### src/design/bpc_pkg.sv
// Shared types and constants for the primary clock and reset block.
// Assumes one primary bus clock; all primary pins are synchronous to it.
`default_nettype none

package bpc_pkg;

   // ------------------------------------------------------------------
   // Widths
   // ------------------------------------------------------------------
   localparam int unsigned AD_W = 32;
   localparam int unsigned CNT_W = 8;

   // ------------------------------------------------------------------
   // States and reset values
   // ------------------------------------------------------------------
   typedef enum logic [1:0] {
      BPC_ST_RESET = 2'b00,
      BPC_ST_RUN = 2'b01
   } bpc_state_t;

   localparam logic [AD_W-1:0] AD_ZERO = 32'h0000_0000;
   localparam logic [CNT_W-1:0] CNT_ZERO = 8'h00;
   localparam logic [CNT_W-1:0] CNT_ONE = 8'h01;
   localparam logic [1:0] SYNC_RST_ON = 2'b11;

   // Primary bus sample: address/data, frame (low active), select
   typedef struct packed {
      logic [AD_W-1:0] ad;
      logic frame_n;
      logic idsel;
   } bpc_pri_bus_t;

   // Driven pin group: value and output enable
   typedef struct packed {
      logic [AD_W-1:0] ad;
      logic oe;
   } bpc_drive_t;

   typedef struct packed {
      bpc_state_t state;
      bpc_pri_bus_t samp;
      logic samp_ok;
      bpc_drive_t pri;
      bpc_drive_t sec;
      logic [CNT_W-1:0] frames;
   } bpc_core_t;

   // Secondary side drives low during reset; primary floats
   localparam bpc_core_t CORE_RESET = '{
      state: BPC_ST_RESET,
      samp: '{ad: AD_ZERO, frame_n: 1'b1, idsel: 1'b0},
      samp_ok: 1'b0,
      pri: '{ad: AD_ZERO, oe: 1'b0},
      sec: '{ad: AD_ZERO, oe: 1'b1},
      frames: CNT_ZERO
   };

endpackage : bpc_pkg

`default_nettype wire

### src/design/bpc_prim_reset.sv
// Primary clock and reset behaviour of the bridge core.
// Assumes the primary bus pins are synchronous to clk_in; pin tristating
// is resolved outside from the enables.
`default_nettype none

// Behaviour
// [RULE1] All primary timing from one primary clock
// [RULE2] Sample primary signals on rising clock edge
// [RULE3] Primary outputs float while reset asserted
// [RULE4] Reset returns all registers to reset value; the hs_pipe enable sync in bpc_sync has no reset
// [RULE5] No response or initiation during reset
// [RULE6] Secondary interface driven low during reset
// [RULE7] Hot-swap indicator high in reset when enabled
// [RULE8] After release, start from default state
module bpc_prim_reset (
   input wire logic clk_in,
   input wire logic nrst_in,
   input wire logic hot_swap_enable_in,
   input wire bpc_pkg::bpc_pri_bus_t pri_bus_in,
   output logic [31:0] pri_ad_out,
   output logic pri_ad_oe_out,
   output logic [31:0] sec_ad_out,
   output logic sec_ad_oe_out,
   output logic hot_swap_indicator_out,
   output logic hot_swap_indicator_oe_out,
   output logic running_out
);

   // ------------------------------------------------------------------
   // Reset and strap synchronisation
   // ------------------------------------------------------------------
   // Release is held two edges so every flop of the core state st leaves reset on one edge
   logic primary_reset_level;
   logic hs_en;

   bpc_sync u_sync (
      .clk_in(clk_in),
      .nrst_in(nrst_in),
      .hs_en_in(hot_swap_enable_in),
      .rst_out(primary_reset_level),
      .hs_en_out(hs_en)
   );

   // ------------------------------------------------------------------
   // Core state
   // ------------------------------------------------------------------
   bpc_pkg::bpc_core_t st;
   bpc_pkg::bpc_core_t next_st;
   logic run;
   logic hit_cfg;
   logic hit_fwd;

   assign run = (st.state == bpc_pkg::BPC_ST_RUN) && !primary_reset_level;
   assign hit_cfg = st.samp_ok && !st.samp.frame_n && st.samp.idsel;
   assign hit_fwd = st.samp_ok && !st.samp.frame_n && !st.samp.idsel;

   always_comb
   begin
      next_st = st;
      case (st.state)
         bpc_pkg::BPC_ST_RESET:
         begin
            // Held here with every field at its reset value
            next_st = bpc_pkg::CORE_RESET; // RULE4
            if (!primary_reset_level)
            begin
               next_st.state = bpc_pkg::BPC_ST_RUN; // RULE8
               // Release the secondary pins rather than keep them low
               next_st.sec.oe = 1'b0;
            end
         end
         bpc_pkg::BPC_ST_RUN:
         begin
            // Pins are captured only at the clock edge
            next_st.samp = pri_bus_in; // RULE2
            next_st.samp_ok = 1'b1;
            // Selected frame: answer with a status word for one cycle
            next_st.pri.oe = hit_cfg;
            next_st.pri.ad = hit_cfg ?
               {{(bpc_pkg::AD_W - bpc_pkg::CNT_W - 1){1'b0}},
                st.frames, hs_en} : bpc_pkg::AD_ZERO;
            // Other frames pass to the secondary side
            next_st.sec.oe = hit_fwd;
            next_st.sec.ad = hit_fwd ? st.samp.ad : bpc_pkg::AD_ZERO;
            // Counter wraps at its 8-bit width; the whole count is reported
            if (hit_fwd || hit_cfg)
            begin
               next_st.frames = st.frames + bpc_pkg::CNT_ONE;
            end
         end
         default:
         begin
            next_st = bpc_pkg::CORE_RESET;
         end
      endcase
      // Reset overrides any bus activity at once
      if (primary_reset_level)
      begin
         next_st = bpc_pkg::CORE_RESET; // RULE5
      end
   end

   // Single primary clock times all transactions
   always_ff @(posedge clk_in or negedge nrst_in) // RULE1
   begin
      if (!nrst_in)
      begin
         st <= bpc_pkg::CORE_RESET; // RULE4
      end
      else
      begin
         st <= next_st;
      end
   end

   // ------------------------------------------------------------------
   // Outputs
   // ------------------------------------------------------------------
   // Primary enable is a flop with reset value 0, so it floats at once
   assign pri_ad_out = st.pri.ad;
   assign pri_ad_oe_out = st.pri.oe; // RULE3
   assign sec_ad_out = st.sec.ad; // RULE6
   assign sec_ad_oe_out = st.sec.oe; // RULE6
   // The indicator floats unless the state is BPC_ST_RESET with hot-swap enabled
   assign hot_swap_indicator_oe_out =
      (st.state == bpc_pkg::BPC_ST_RESET) && hs_en; // RULE7
   assign hot_swap_indicator_out = hot_swap_indicator_oe_out; // RULE7
   assign running_out = st.state == bpc_pkg::BPC_ST_RUN;

   // ------------------------------------------------------------------
   // Assertions
   // ------------------------------------------------------------------
   // Cycles with the pin low are masked by disable iff; the checks below
   // reach the two release edges, where the sync still holds reset
   logic in_rst;
   assign in_rst = st.state == bpc_pkg::BPC_ST_RESET;

   AST_PRI_FLOAT: // RULE3
   assert property (@(posedge clk_in) disable iff (!nrst_in)
      primary_reset_level |=> !pri_ad_oe_out)
   else $error("primary driven during reset");

   AST_SEC_LOW: // RULE6
   assert property (@(posedge clk_in) disable iff (!nrst_in)
      primary_reset_level |=> (sec_ad_oe_out &&
      sec_ad_out == bpc_pkg::AD_ZERO))
   else $error("secondary not driven low during reset");

   AST_SEC_RELEASE: // RULE6
   assert property (@(posedge clk_in) disable iff (!nrst_in)
      (run && !hit_fwd) |=> !sec_ad_oe_out)
   else $error("secondary driven outside reset and frames");

   AST_HS_HIGH: // RULE7
   assert property (@(posedge clk_in) disable iff (!nrst_in)
      primary_reset_level |=> (hot_swap_indicator_oe_out == hs_en &&
      hot_swap_indicator_out == hs_en))
   else $error("hot-swap indicator not driven high");

   AST_HS_QUIET: // RULE7
   assert property (@(posedge clk_in) disable iff (!nrst_in)
      (!primary_reset_level ##1 !primary_reset_level) |->
      !hot_swap_indicator_oe_out)
   else $error("hot-swap indicator driven outside reset");

   AST_RUN_CLEAN: // RULE5
   assert property (@(posedge clk_in) disable iff (!nrst_in)
      primary_reset_level |-> (!running_out && !pri_ad_oe_out))
   else $error("core running while reset held");

   AST_NO_FUNC: // RULE5
   assert property (@(posedge clk_in) disable iff (!nrst_in)
      primary_reset_level |=> (!pri_ad_oe_out && in_rst) ##1
      !pri_ad_oe_out)
   else $error("bus activity during reset");

   AST_REGS_CLEAR: // RULE4
   assert property (@(posedge clk_in) disable iff (!nrst_in)
      primary_reset_level |=> (st.frames == bpc_pkg::CNT_ZERO &&
      !st.samp_ok))
   else $error("register not at reset value");

   AST_FRAME_COUNT: // RULE2
   assert property (@(posedge clk_in) disable iff (!nrst_in)
      (run && (hit_cfg || hit_fwd)) |=>
      (st.frames == $past(st.frames) + bpc_pkg::CNT_ONE))
   else $error("frame counter did not advance by one");

   AST_START_DEFAULT: // RULE8
   assert property (@(posedge clk_in) disable iff (!nrst_in)
      $fell(primary_reset_level) |-> in_rst ##1
      (running_out && !sec_ad_oe_out && st.frames == bpc_pkg::CNT_ZERO))
   else $error("not started from default state");

   AST_RESPOND: // RULE2
   assert property (@(posedge clk_in) disable iff (!nrst_in)
      (run && !pri_bus_in.frame_n && pri_bus_in.idsel) ##1 run |=>
      (pri_ad_oe_out && pri_ad_out[0] == hs_en))
   else $error("selected frame not answered two edges later");

   AST_FORWARD: // RULE1
   assert property (@(posedge clk_in) disable iff (!nrst_in)
      (run && !pri_bus_in.frame_n && !pri_bus_in.idsel) ##1 run |=>
      (sec_ad_oe_out && sec_ad_out == $past(pri_bus_in.ad, 2)))
   else $error("frame not forwarded two edges later");

   COV_RELEASE:
   cover property (@(posedge clk_in) disable iff (!nrst_in)
      $fell(primary_reset_level) ##1 running_out);

   COV_RESPOND:
   cover property (@(posedge clk_in) disable iff (!nrst_in)
      run ##1 pri_ad_oe_out);

   COV_FORWARD:
   cover property (@(posedge clk_in) disable iff (!nrst_in)
      run ##1 (running_out && sec_ad_oe_out));

   COV_HS:
   cover property (@(posedge clk_in) disable iff (!nrst_in)
      hot_swap_indicator_out);

   COV_ANSWER_THEN_FORWARD:
   cover property (@(posedge clk_in) disable iff (!nrst_in)
      pri_ad_oe_out ##1 sec_ad_oe_out);

endmodule : bpc_prim_reset

`default_nettype wire

### src/design/bpc_sync.sv
// Reset release synchroniser and hot-swap enable level synchroniser.
// Assumes nrst_in is asynchronous; the enable pin is a slow static level.
`default_nettype none

module bpc_sync (
   input wire logic clk_in,
   input wire logic nrst_in,
   input wire logic hs_en_in,
   output logic rst_out,
   output logic hs_en_out
);

   // ------------------------------------------------------------------
   // Reset: asserts at once, releases after two clean edges
   // ------------------------------------------------------------------
   logic [1:0] rst_pipe;

   always_ff @(posedge clk_in or negedge nrst_in)
   begin
      if (!nrst_in)
      begin
         rst_pipe <= bpc_pkg::SYNC_RST_ON;
      end
      else
      begin
         rst_pipe <= {rst_pipe[0], 1'b0};
      end
   end

   assign rst_out = rst_pipe[1];

   // ------------------------------------------------------------------
   // Enable level: no reset, so it stays valid while reset is held
   // ------------------------------------------------------------------
   logic [1:0] hs_pipe;

   always_ff @(posedge clk_in)
   begin
      hs_pipe <= {hs_pipe[0], hs_en_in};
   end

   assign hs_en_out = hs_pipe[1];

endmodule : bpc_sync

`default_nettype wire

### config.mk
export PLATFORM = sky130hd
export DESIGN_NAME = bpc_prim_reset
export DESIGN_NICKNAME = d
export VERILOG_FILES = /design/src/design/bpc_pkg.sv /design/src/design/bpc_prim_reset.sv /design/src/design/bpc_sync.sv
export SDC_FILE = /design/constraint.sdc
export NUM_CORES = 1
export LEC_CHECK = 0
export BUFFER_PORTS_ARGS = -buffer_cell sky130_fd_sc_hd__buf_2
export CORE_MARGIN = 1.5
export CORE_UTILIZATION = 40
export CTS_CLUSTER_SIZE = 20
export DETAILED_ROUTE_END_ITERATION = 6
export GPL_ROUTABILITY_DRIVEN = 0
export GPL_TIMING_DRIVEN = 1
export PLACE_DENSITY = 0.65
export SLEW_MARGIN = 20
export SYNTH_ARGS = -nofsm -noshare
export SYNTH_HDL_FRONTEND = slang
export SYNTH_SLANG_ARGS = --single-unit
### constraint.sdc
create_clock -name clk_in -period 1.5 [get_ports clk_in]
set_input_delay 0.3 -clock clk_in [delete_from_list [all_inputs] [get_ports clk_in]]
set_output_delay 0.3 -clock clk_in [all_outputs]
set_load 0.005 [all_outputs]
==> reports/qor.yml, run 1 <==
via_per_inst: 4.143
fin_nets: 372
clockBufferDepth: 2
drc: 0
syn_area_um2: 3517
ys_seq_elements: 91
wl_per_cell_um: 11.86
max_cap_violations: 0
tritoncts: "yes"
power_density_nw_per_um2: 1082
synthFlopType: "dfrtp_1"
drive_above_1_share_pct: 33.92
hp-class: "in2reg"
rsz0062_at_grt: "false"
area_growth_pct: 13.20
yosysMostFrequentCell: "dfrtp_1"
die_h_um: 96.77
drt_wl_total_um: 5300
register_area_um2: 2272
h-tree-depth: 3
timing.hold.ws_ns: 0.05196
clock-sinks: 91
io_pins: 106
post_layout_nonfiller_instances: 447
grt_max_degree: 36
ys_async_sr_fraction_pct: 97.80
pre_cts_slack_ns: -0.1537
yosysWarningCount: 0
syn_inst: 281
vias: 1852
dpl.hpwl_um: 3513
slew_viol_final: 0
clock-root-buffer: "clkbuf_8"
ys_seq_area_share_pct: 64.60
timing.final.crit_period_ns: 1.446
cp.required_ns: 1.77
postRouteAntennaNets: 0
final_util_pct: 46.10
row_count: 34
synth.avg_cell_area_um2: 12.52
finalHoldViolCount: 0
setup_viol_count_final: 0
synthTopCellsByCount: "dfrtp_1, and2_1, buf_4"
clk_latency_ns: 0.35
num-fill-cells: 841
synth_top_cells_by_area: "dfrtp_1, buf_4, and2_1"
cts_buffers: 9
numPlacedInstances: 428
arrival_ns: 1.72
swShare_pct: 21.02
portBuffers: 82
drtIter0Drc: 43
core_um2: 8636
clock.fmax_mhz: 691.8
num_antenna_cells: 0
finalCritPeriodShare_pct: 96.37
die_x_um: 96.77
overflow: 0
grt_pass1_wl_um: 8818
die_area_um2: 9364
worstSetupStartpointType: "flop"
status: "completed"
power_frac_seq_pct: 58.3
antenna_found_initial: 0
groute.usage.overall_pct: 12.38
grt_pass1_vias: 1818
fin_ws_ns: 0.05445
p_comb_share_pct: 4.5
fin_skew_ns: 0.01054
drt_first_pass_iters: 4
synth_top_area_cell: "dfrtp_1"
cp-end-kind: "flop"
ir_drop_mv: 0.3614
synth_cell_types: 29
clk_pin_slew_ns: 0.09
p_int_uw: 3401
yosysTopAreaCellShare_pct: 60.48
multi_input_area_um2: 834.6
p_switching_uw: 905.3
synth_edf_count: 0
p_leak_uw: 0.002151
start_util_pct: 40.73
fin_setup_tns_ns: 0
crit_fanout: 8
path_class: "reg2reg"
pwr-share-clk_pct: 37.2
slew_headroom_pct: 65.50
worst_pin_slew_ns: 0.5159
cell families (layout without fill, tap and decap cells):
kind of cell    Yosys count  count (layout)  share of synthesized area (%)
compound gates           12              12                          1.850
xor+xnor                  2               2                         0.4981
fa+ha+maj                 1               1                         0.3557
buf+inv                  77             111                          15.44
flops                    91              91                          64.60
other cells               1              24                         0.1066
simple gates             97              98                          17.15
metal layers:
layer	wire, µm	GRT usage, %	up-vias	part of all wire, %
met3	232	2.601	8	4.4
li1	-	-	889	-
met5	0	0	-	0
met2	2722	20.01	55	51
met1	2215	15.04	900	42
met4	130	8.027	0	2.5
flip-flops by register name, indices dropped and copies added (netlist names):
signal	cells
pri_ad_oe_out	1
u_sync.rst_pipe	2
sec_ad_oe_out	1
u_sync.hs_pipe	2
st	44
pri_ad_out	9
sec_ad_out	32
power groups by stage:
stage	clock network, µW	registers (µW)	logic (µW)
2_1_floorplan	0	2560	105
3_3_place_gp	0	2560	185
3_5_place_dp	0	2560	188
4_1_cts	1660	2510	197
5_1_grt	1750	2520	223
6_report	1600	2510	193
stage by stage:
step           power, µW  area (µm²)
4_1_cts             4370        3974
6_report            4307        3981
5_1_grt             4490        3981
2_1_floorplan       2663        3603
3_3_place_gp        2744        3711
3_5_place_dp        2748        3711
what timing repair did:
action                                  4_1_cts  5_1_grt
cloned                                        1        0
hold buffers                                  1        0
endpoints found under the setup margin       42       36
endpoints found under the hold margin        24        0
pin swaps                                     1        1
resized for setup                             7        2
setup buffers                                 1        1
placed cells by master, fill, tap and decap left out, types with 3 or more instances in the layout:
| cell | Yosys | final |
|---|---|---|
| dfrtp_1 | 85 | 85 |
| buf_2 | 2 | 81 |
| and2_1 | 74 | 74 |
| conb_1 | 1 | 24 |
| clkbuf_8 | 0 | 10 |
| buf_4 | 65 | 6 |
| a21oi_1 | 6 | 5 |
| o21ai_0 | 4 | 4 |
| dfstp_2 | 4 | 4 |
| inv_1 | 3 | 3 |
| or3_1 | 3 | 3 |
| nand2_1 | 3 | 3 |
| buf_12 | 0 | 3 |
worst max-delay path: stages (launching register included):
cell and delay (ns):
dfstp_2 0.37, nand2b_4 0.18, buf_4 0.18, or4_1 0.52, a21oi_2 0.14
cell type report:
class	count	share of cell area (%)
Sequential cell	91	57.07
Timing Repair Buffer	92	13.36
Inverter	3	0.2828
Multi-Input combinational cell	137	20.96
Clock inverter	4	1.288
Tap cell	108	3.394
Clock buffer	12	3.645
path summary, 6_finish.rpt:
path	from	endpoint	slack, ns	cells after the start
worst max-delay path	st[76]	st[5]	0.05	4
worst min-delay path	hot_swap_enable_in	u_sync.hs_pipe[0]	0.05	1
worst max register to register	st[76]	st[5]	0.05	4
worst min register to register	u_sync.hs_pipe[0]	u_sync.hs_pipe[1]	0.34	0
max in group asynchronous	nrst_in	sec_ad_oe_out	0.52	3
min in group asynchronous	nrst_in	st[109]	0.45	2
Note: power is estimated with default switching activity, not from simulation.
==> run 2: changes to the inputs <==
CORE_ASPECT_RATIO = 1.2   (was default)
clock period = 1.18 ns   (was 1.5 ns; I/O delays follow)
==> reports/qor.yml, run 2 (synthesized netlist as in run 1, its figures left out) <==
clock-root-buffer: "clkbuf_8"
drive_above_1_share_pct: 57.30
largest_register_ffs: 44
num_antenna_cells: 0
overflow: 0
hp-class: "in2reg"
rsz0062_at_grt: "true"
crit_fanout: 4
reg2regPathDepth: 5
fin_skew_ns: 0.01027
grt_pass1_wl_um: 9887
fin_nets: 403
reg2reg_slack_ns: -0.14
portBuffers: 82
start_util_pct: 41.07
dpl.hpwl_um: 3818
clock-sinks: 91
die_h_um: 105.7
power_density_nw_per_um2: 1252
min_from: "pri_bus_in[1]"
h-tree-depth: 3
worst-path-buf-inv: 1
cp_top_family: "flip-flops"
core_um2: 8564
drt_wl_total_um: 6307
p_leak_uw: 0.002428
grt_max_degree: 37
finalCritPeriodShare_pct: 112.2
p_int_uw: 4469
post_layout_nonfiller_instances: 487
drtIter0Drc: 32
cts_buffers: 9
hold_depth: 2
timing.hold.ws_ns: 0.09210
pre_cts_slack_ns: -0.3506
power_frac_seq_pct: 56.7
clockBufferDepth: 2
tritoncts: "yes"
swShare_pct: 20.73
violations: "negative setup slack"
postRouteAntennaNets: 0
die_area_um2: 9367
regMostFlops: "st"
ir_drop_mv: 0.4622
path_class: "reg2reg"
critPathMaxStageDelay_ns: 0.39
setup_viol_count_final: 83
max_cap_violations: 0
cp.required_ns: 1.41
hold_end: "st[76]"
clock.fmax_mhz: 755.6
drt_first_pass_iters: 4
vias: 2014
clk_latency_ns: 0.35
crit_chain: "ha_2 -> nand4b_1 -> buf_4 -> o21ai_0 -> a21oi_2"
worstSetupStartpointType: "flop"
groute.usage.overall_pct: 14.59
die_x_um: 88.60
numPlacedInstances: 448
wl_per_cell_um: 12.95
row_count: 37
finalHoldViolCount: 0
final_common_cell: "dfrtp_1"
fin_ws_ns: -0.1435
status: "finished, violations left"
area_growth_pct: 28.00
final_util_pct: 52.56
timing.final.crit_period_ns: 1.324
cp_slowest_cell: "dfrtp_1"
slew_viol_final: 0
cp-end-kind: "flop"
via_per_inst: 4.136
rr_startpoint: "st[1]"
p_switching_uw: 1169
pwr-share-clk_pct: 36.8
grt_pass1_vias: 2008
p_comb_share_pct: 6.5
antenna_found_initial: 0
final_cell_mix: "dfrtp_1, buf_2, and2_4, conb_1, buf_4"
r2r-end: "st[6]"
drc: 0
clk_pin_slew_ns: 0.08
cp.depth: 5
arrival_ns: 1.56
io_pins: 106
power.total_uw: 5637
[run 2: worst max path at each step]
stage                             startpoint              to  slack, ns
after detailed placement  u_sync.rst_pipe[1]  sec_ad_out[21]      -0.35
after global placement    u_sync.rst_pipe[1]   sec_ad_out[5]      -0.32
final                                  st[1]           st[6]      -0.14
after CTS                             st[76]           st[7]      -0.19
after floorplan           u_sync.rst_pipe[1]   pri_ad_out[7]      -0.12
after global routing                   st[0]           st[6]      -0.27
[run 2: routing by layer]
layer	part of all wire [%]	track usage, %	up-vias
met5	0	0	-
met4	2.4	8.036	0
met3	4.2	2.662	11
met2	54	25.08	63
met1	40	16.78	986
li1	-	-	954
[run 2: power by group through the flow]
stage          Sequential (µW)  Combinational [µW]  Clock (µW)
5_1_grt                   3200                 413        2270
2_1_floorplan             3250                 141           0
3_3_place_gp              3250                 245           0
3_5_place_dp              3260                 251           0
4_1_cts                   3200                 365        2140
6_report                  3200                 368        2070
[run 2: metrics by stage]
stage          instance area, µm²  TNS (ns)
2_1_floorplan                3642    -2.483
3_3_place_gp                 3815    -16.27
3_5_place_dp                 3815    -17.81
4_1_cts                      4433    -5.712
5_1_grt                      4502    -9.381
6_report                     4502    -4.984
[run 2: what timing repair did]
item / 4_1_cts / 5_1_grt
setup buffers: 11 / 3
hold buffers: 2 / 0
gates cloned: 7 / 0
pin swaps: 66 / 9
setup endpoints to repair: 87 / 86
resized for setup: 86 / 15
endpoints found under the hold margin: 19 / 0
[run 2: final cells by class]
class                   count  area (µm²)
well taps                 117       146.4
multi-input cells         138        1025
clock buffers              14       162.7
flip-flops and latches     91        2272
repair buffers            122       837.1
fillers                   759        4063
clock inverters             2       35.03
inverters                   3       23.77
[run 2: worst register-to-register path, delay by kind of cell (launching register included)]
family                   cells  cell delay (ns)
AO/OA/AOI/OAI                2             0.28
flip-flops                   1             0.39
adder cells (fa/ha/maj)      1             0.19
AND/OR/NAND/NOR              1             0.17
buffers and inverters        1             0.18
==> run 3: changes to the inputs <==
CTS_BUF_LIST = sky130_fd_sc_hd__clkbuf_4 sky130_fd_sc_hd__clkbuf_8 sky130_fd_sc_hd__clkbuf_16   (was default)
SKIP_LAST_GASP = 1   (was default)
SYNTH_HIERARCHICAL = 1   (was default)
==> reports/qor.yml, run 3 <==
clk_pin_slew_ns: 0.09
die_x_um: 88.71
timing.final.crit_period_ns: 1.351
drt_wl_total_um: 6244
drtIter0Drc: 60
p_leak_uw: 0.002466
final_common_cell: "dfrtp_1"
path_class: "reg2reg"
overflow: 0
vias: 1996
synthFlopType: "dfrtp_1"
worstSetupStartpointType: "flop"
fin_nets: 401
ys_seq_area_share_pct: 64.44
hp-class: "in2reg"
cp-end-kind: "flop"
yosysMostFrequentCell: "dfrtp_1"
largest_register_ffs: 44
die_h_um: 105.8
regMostFlops: "st"
violations: "negative setup slack"
p_switching_uw: 1226
wl_per_cell_um: 12.87
multi_input_area_um2: 967.2
yosysWarningCount: 6
grt_max_degree: 37
pwr-share-clk_pct: 38.8
ir_drop_mv: 0.5798
rsz0062_at_grt: "true"
synth_edf_count: 0
cp.required_ns: 1.41
fin_ws_ns: -0.1708
drc: 0
postRouteAntennaNets: 0
power_density_nw_per_um2: 1275
clockBufferDepth: 2
final_cell_mix: "dfrtp_1, buf_2, and2_1, conb_1, buf_4"
arrival_ns: 1.58
dpl.hpwl_um: 3597
io_pins: 106
register_area_um2: 2273
fin_skew_ns: 0.006582
power_frac_seq_pct: 54.7
grt_pass1_wl_um: 9052
synth_top_area_cell: "dfrtp_1"
clock-sinks: 91
swShare_pct: 21.00
cts_buffers: 9
drt_first_pass_iters: 4
status: "finished, violations left"
syn_area_um2: 3526
die_area_um2: 9389
syn_inst: 280
core_um2: 8564
groute.usage.overall_pct: 13.17
drive_above_1_share_pct: 47.01
p_int_uw: 4613
crit_fanout: 4
slew_viol_final: 0
max_cap_violations: 0
ys_seq_elements: 91
finalCritPeriodShare_pct: 114.5
ys_async_sr_fraction_pct: 97.80
synth_top_cells_by_area: "dfrtp_1, buf_4, and2_1"
final_util_pct: 53.46
antenna_found_initial: 0
start_util_pct: 41.17
tritoncts: "yes"
num_antenna_cells: 0
h-tree-depth: 3
fin_setup_tns_ns: -6.014
portBuffers: 82
num-fill-cells: 755
p_comb_share_pct: 6.4
grt_pass1_vias: 1894
synth.avg_cell_area_um2: 12.59
finalHoldViolCount: 0
setup_viol_count_final: 87
clock-root-buffer: "clkbuf_8"
clk_latency_ns: 0.35
clock.fmax_mhz: 740.3
synth_cell_types: 29
row_count: 37
via_per_inst: 4.115
yosysTopAreaCellShare_pct: 60.33
area_growth_pct: 29.84
synthTopCellsByCount: "dfrtp_1, and2_1, buf_4"
[run 3: power groups by stage]
stage / combinational, µW / sequential (µW) / clock (µW)
2_1_floorplan: 138 / 3250 / 0
3_3_place_gp: 251 / 3250 / 0
3_5_place_dp: 255 / 3250 / 0
4_1_cts: 319 / 3190 / 2340
5_1_grt: 419 / 3200 / 2440
6_report: 376 / 3200 / 2270
[run 3: per-layer routing]
metal / global-route usage (%) / wire length [µm]
met1: 14.85 / 2592
met2: 22.08 / 3194
met3: 2.741 / 258
met4: 8.482 / 198
met5: 0 / 0
[run 3: what timing repair did]
action,4_1_cts,5_1_grt
endpoints found under the hold margin,16,0
gates resized for setup,24,37
buffers inserted,15,3
gates cloned,3,5
endpoints found under the setup margin,86,88
hold buffers,2,0
pin swaps,10,25
[run 3: critical path, stage by stage (launching register included)]
cell     delay (ns)
dfrtp_1        0.46
nand4_1        0.22
buf_4          0.21
o31ai_1        0.25
a21oi_2        0.09
[run 3: cell type report]
type                            instances  share of cell area [%]
Sequential cell                        91                   49.66
Multi-Input combinational cell        136                   21.13
Clock buffer                           11                   3.034
Timing Repair Buffer                  121                   20.74
Inverter                                4                  0.4919
Clock inverter                          5                   1.749
Tap cell                              117                   3.198
[run 3: path summary, 6_finish.rpt]
check                             startpoint                 to  slack [ns]  cells past startpoint
setup / recovery                       st[2]              st[7]       -0.17                      4
hold / removal                 pri_bus_in[1]             st[76]        0.08                      2
setup reg to reg                       st[2]              st[7]       -0.17                      4
hold reg to reg            u_sync/hs_pipe[0]  u_sync/hs_pipe[1]        0.34                      0
max in group asynchronous            nrst_in     sec_ad_out[11]        0.39                      3
min in group asynchronous            nrst_in     sec_ad_out[31]        0.31                      2
[run 3: stage by stage]
stage | hold slack (ns) | worst slack [ns] | area, µm² | power (µW) | cells
after floorplan | -0.05959 | -0.03217 | 3617 | 3390 | 302
after global routing | 0.06254 | -0.2483 | 4578 | 6059 | 485
after CTS | 0.06174 | -0.1957 | 4324 | 5848 | 478
after detailed placement | 0.1485 | -0.4237 | 3807 | 3508 | 444
after global placement | 0.1477 | -0.4028 | 3807 | 3502 | 444
final | 0.07897 | -0.1708 | 4578 | 5839 | 485
[run 3: logic make-up (layout without fill, tap and decap cells)]
kind of cell / count (synthesis) / after routing / share of synthesized area [%]
adders and majority gates: 1 / 1 / 0.3548
DFF: 91 / 91 / 64.44
buffers and inverters: 77 / 141 / 15.29
xor gates and xnor gates: 2 / 2 / 0.4969
AOI/OAI and AO/OA: 11 / 11 / 1.632
and+or+nand+nor: 95 / 97 / 17.28
other: 2 / 24 / 0.2130
muxes: 1 / 1 / 0.2839
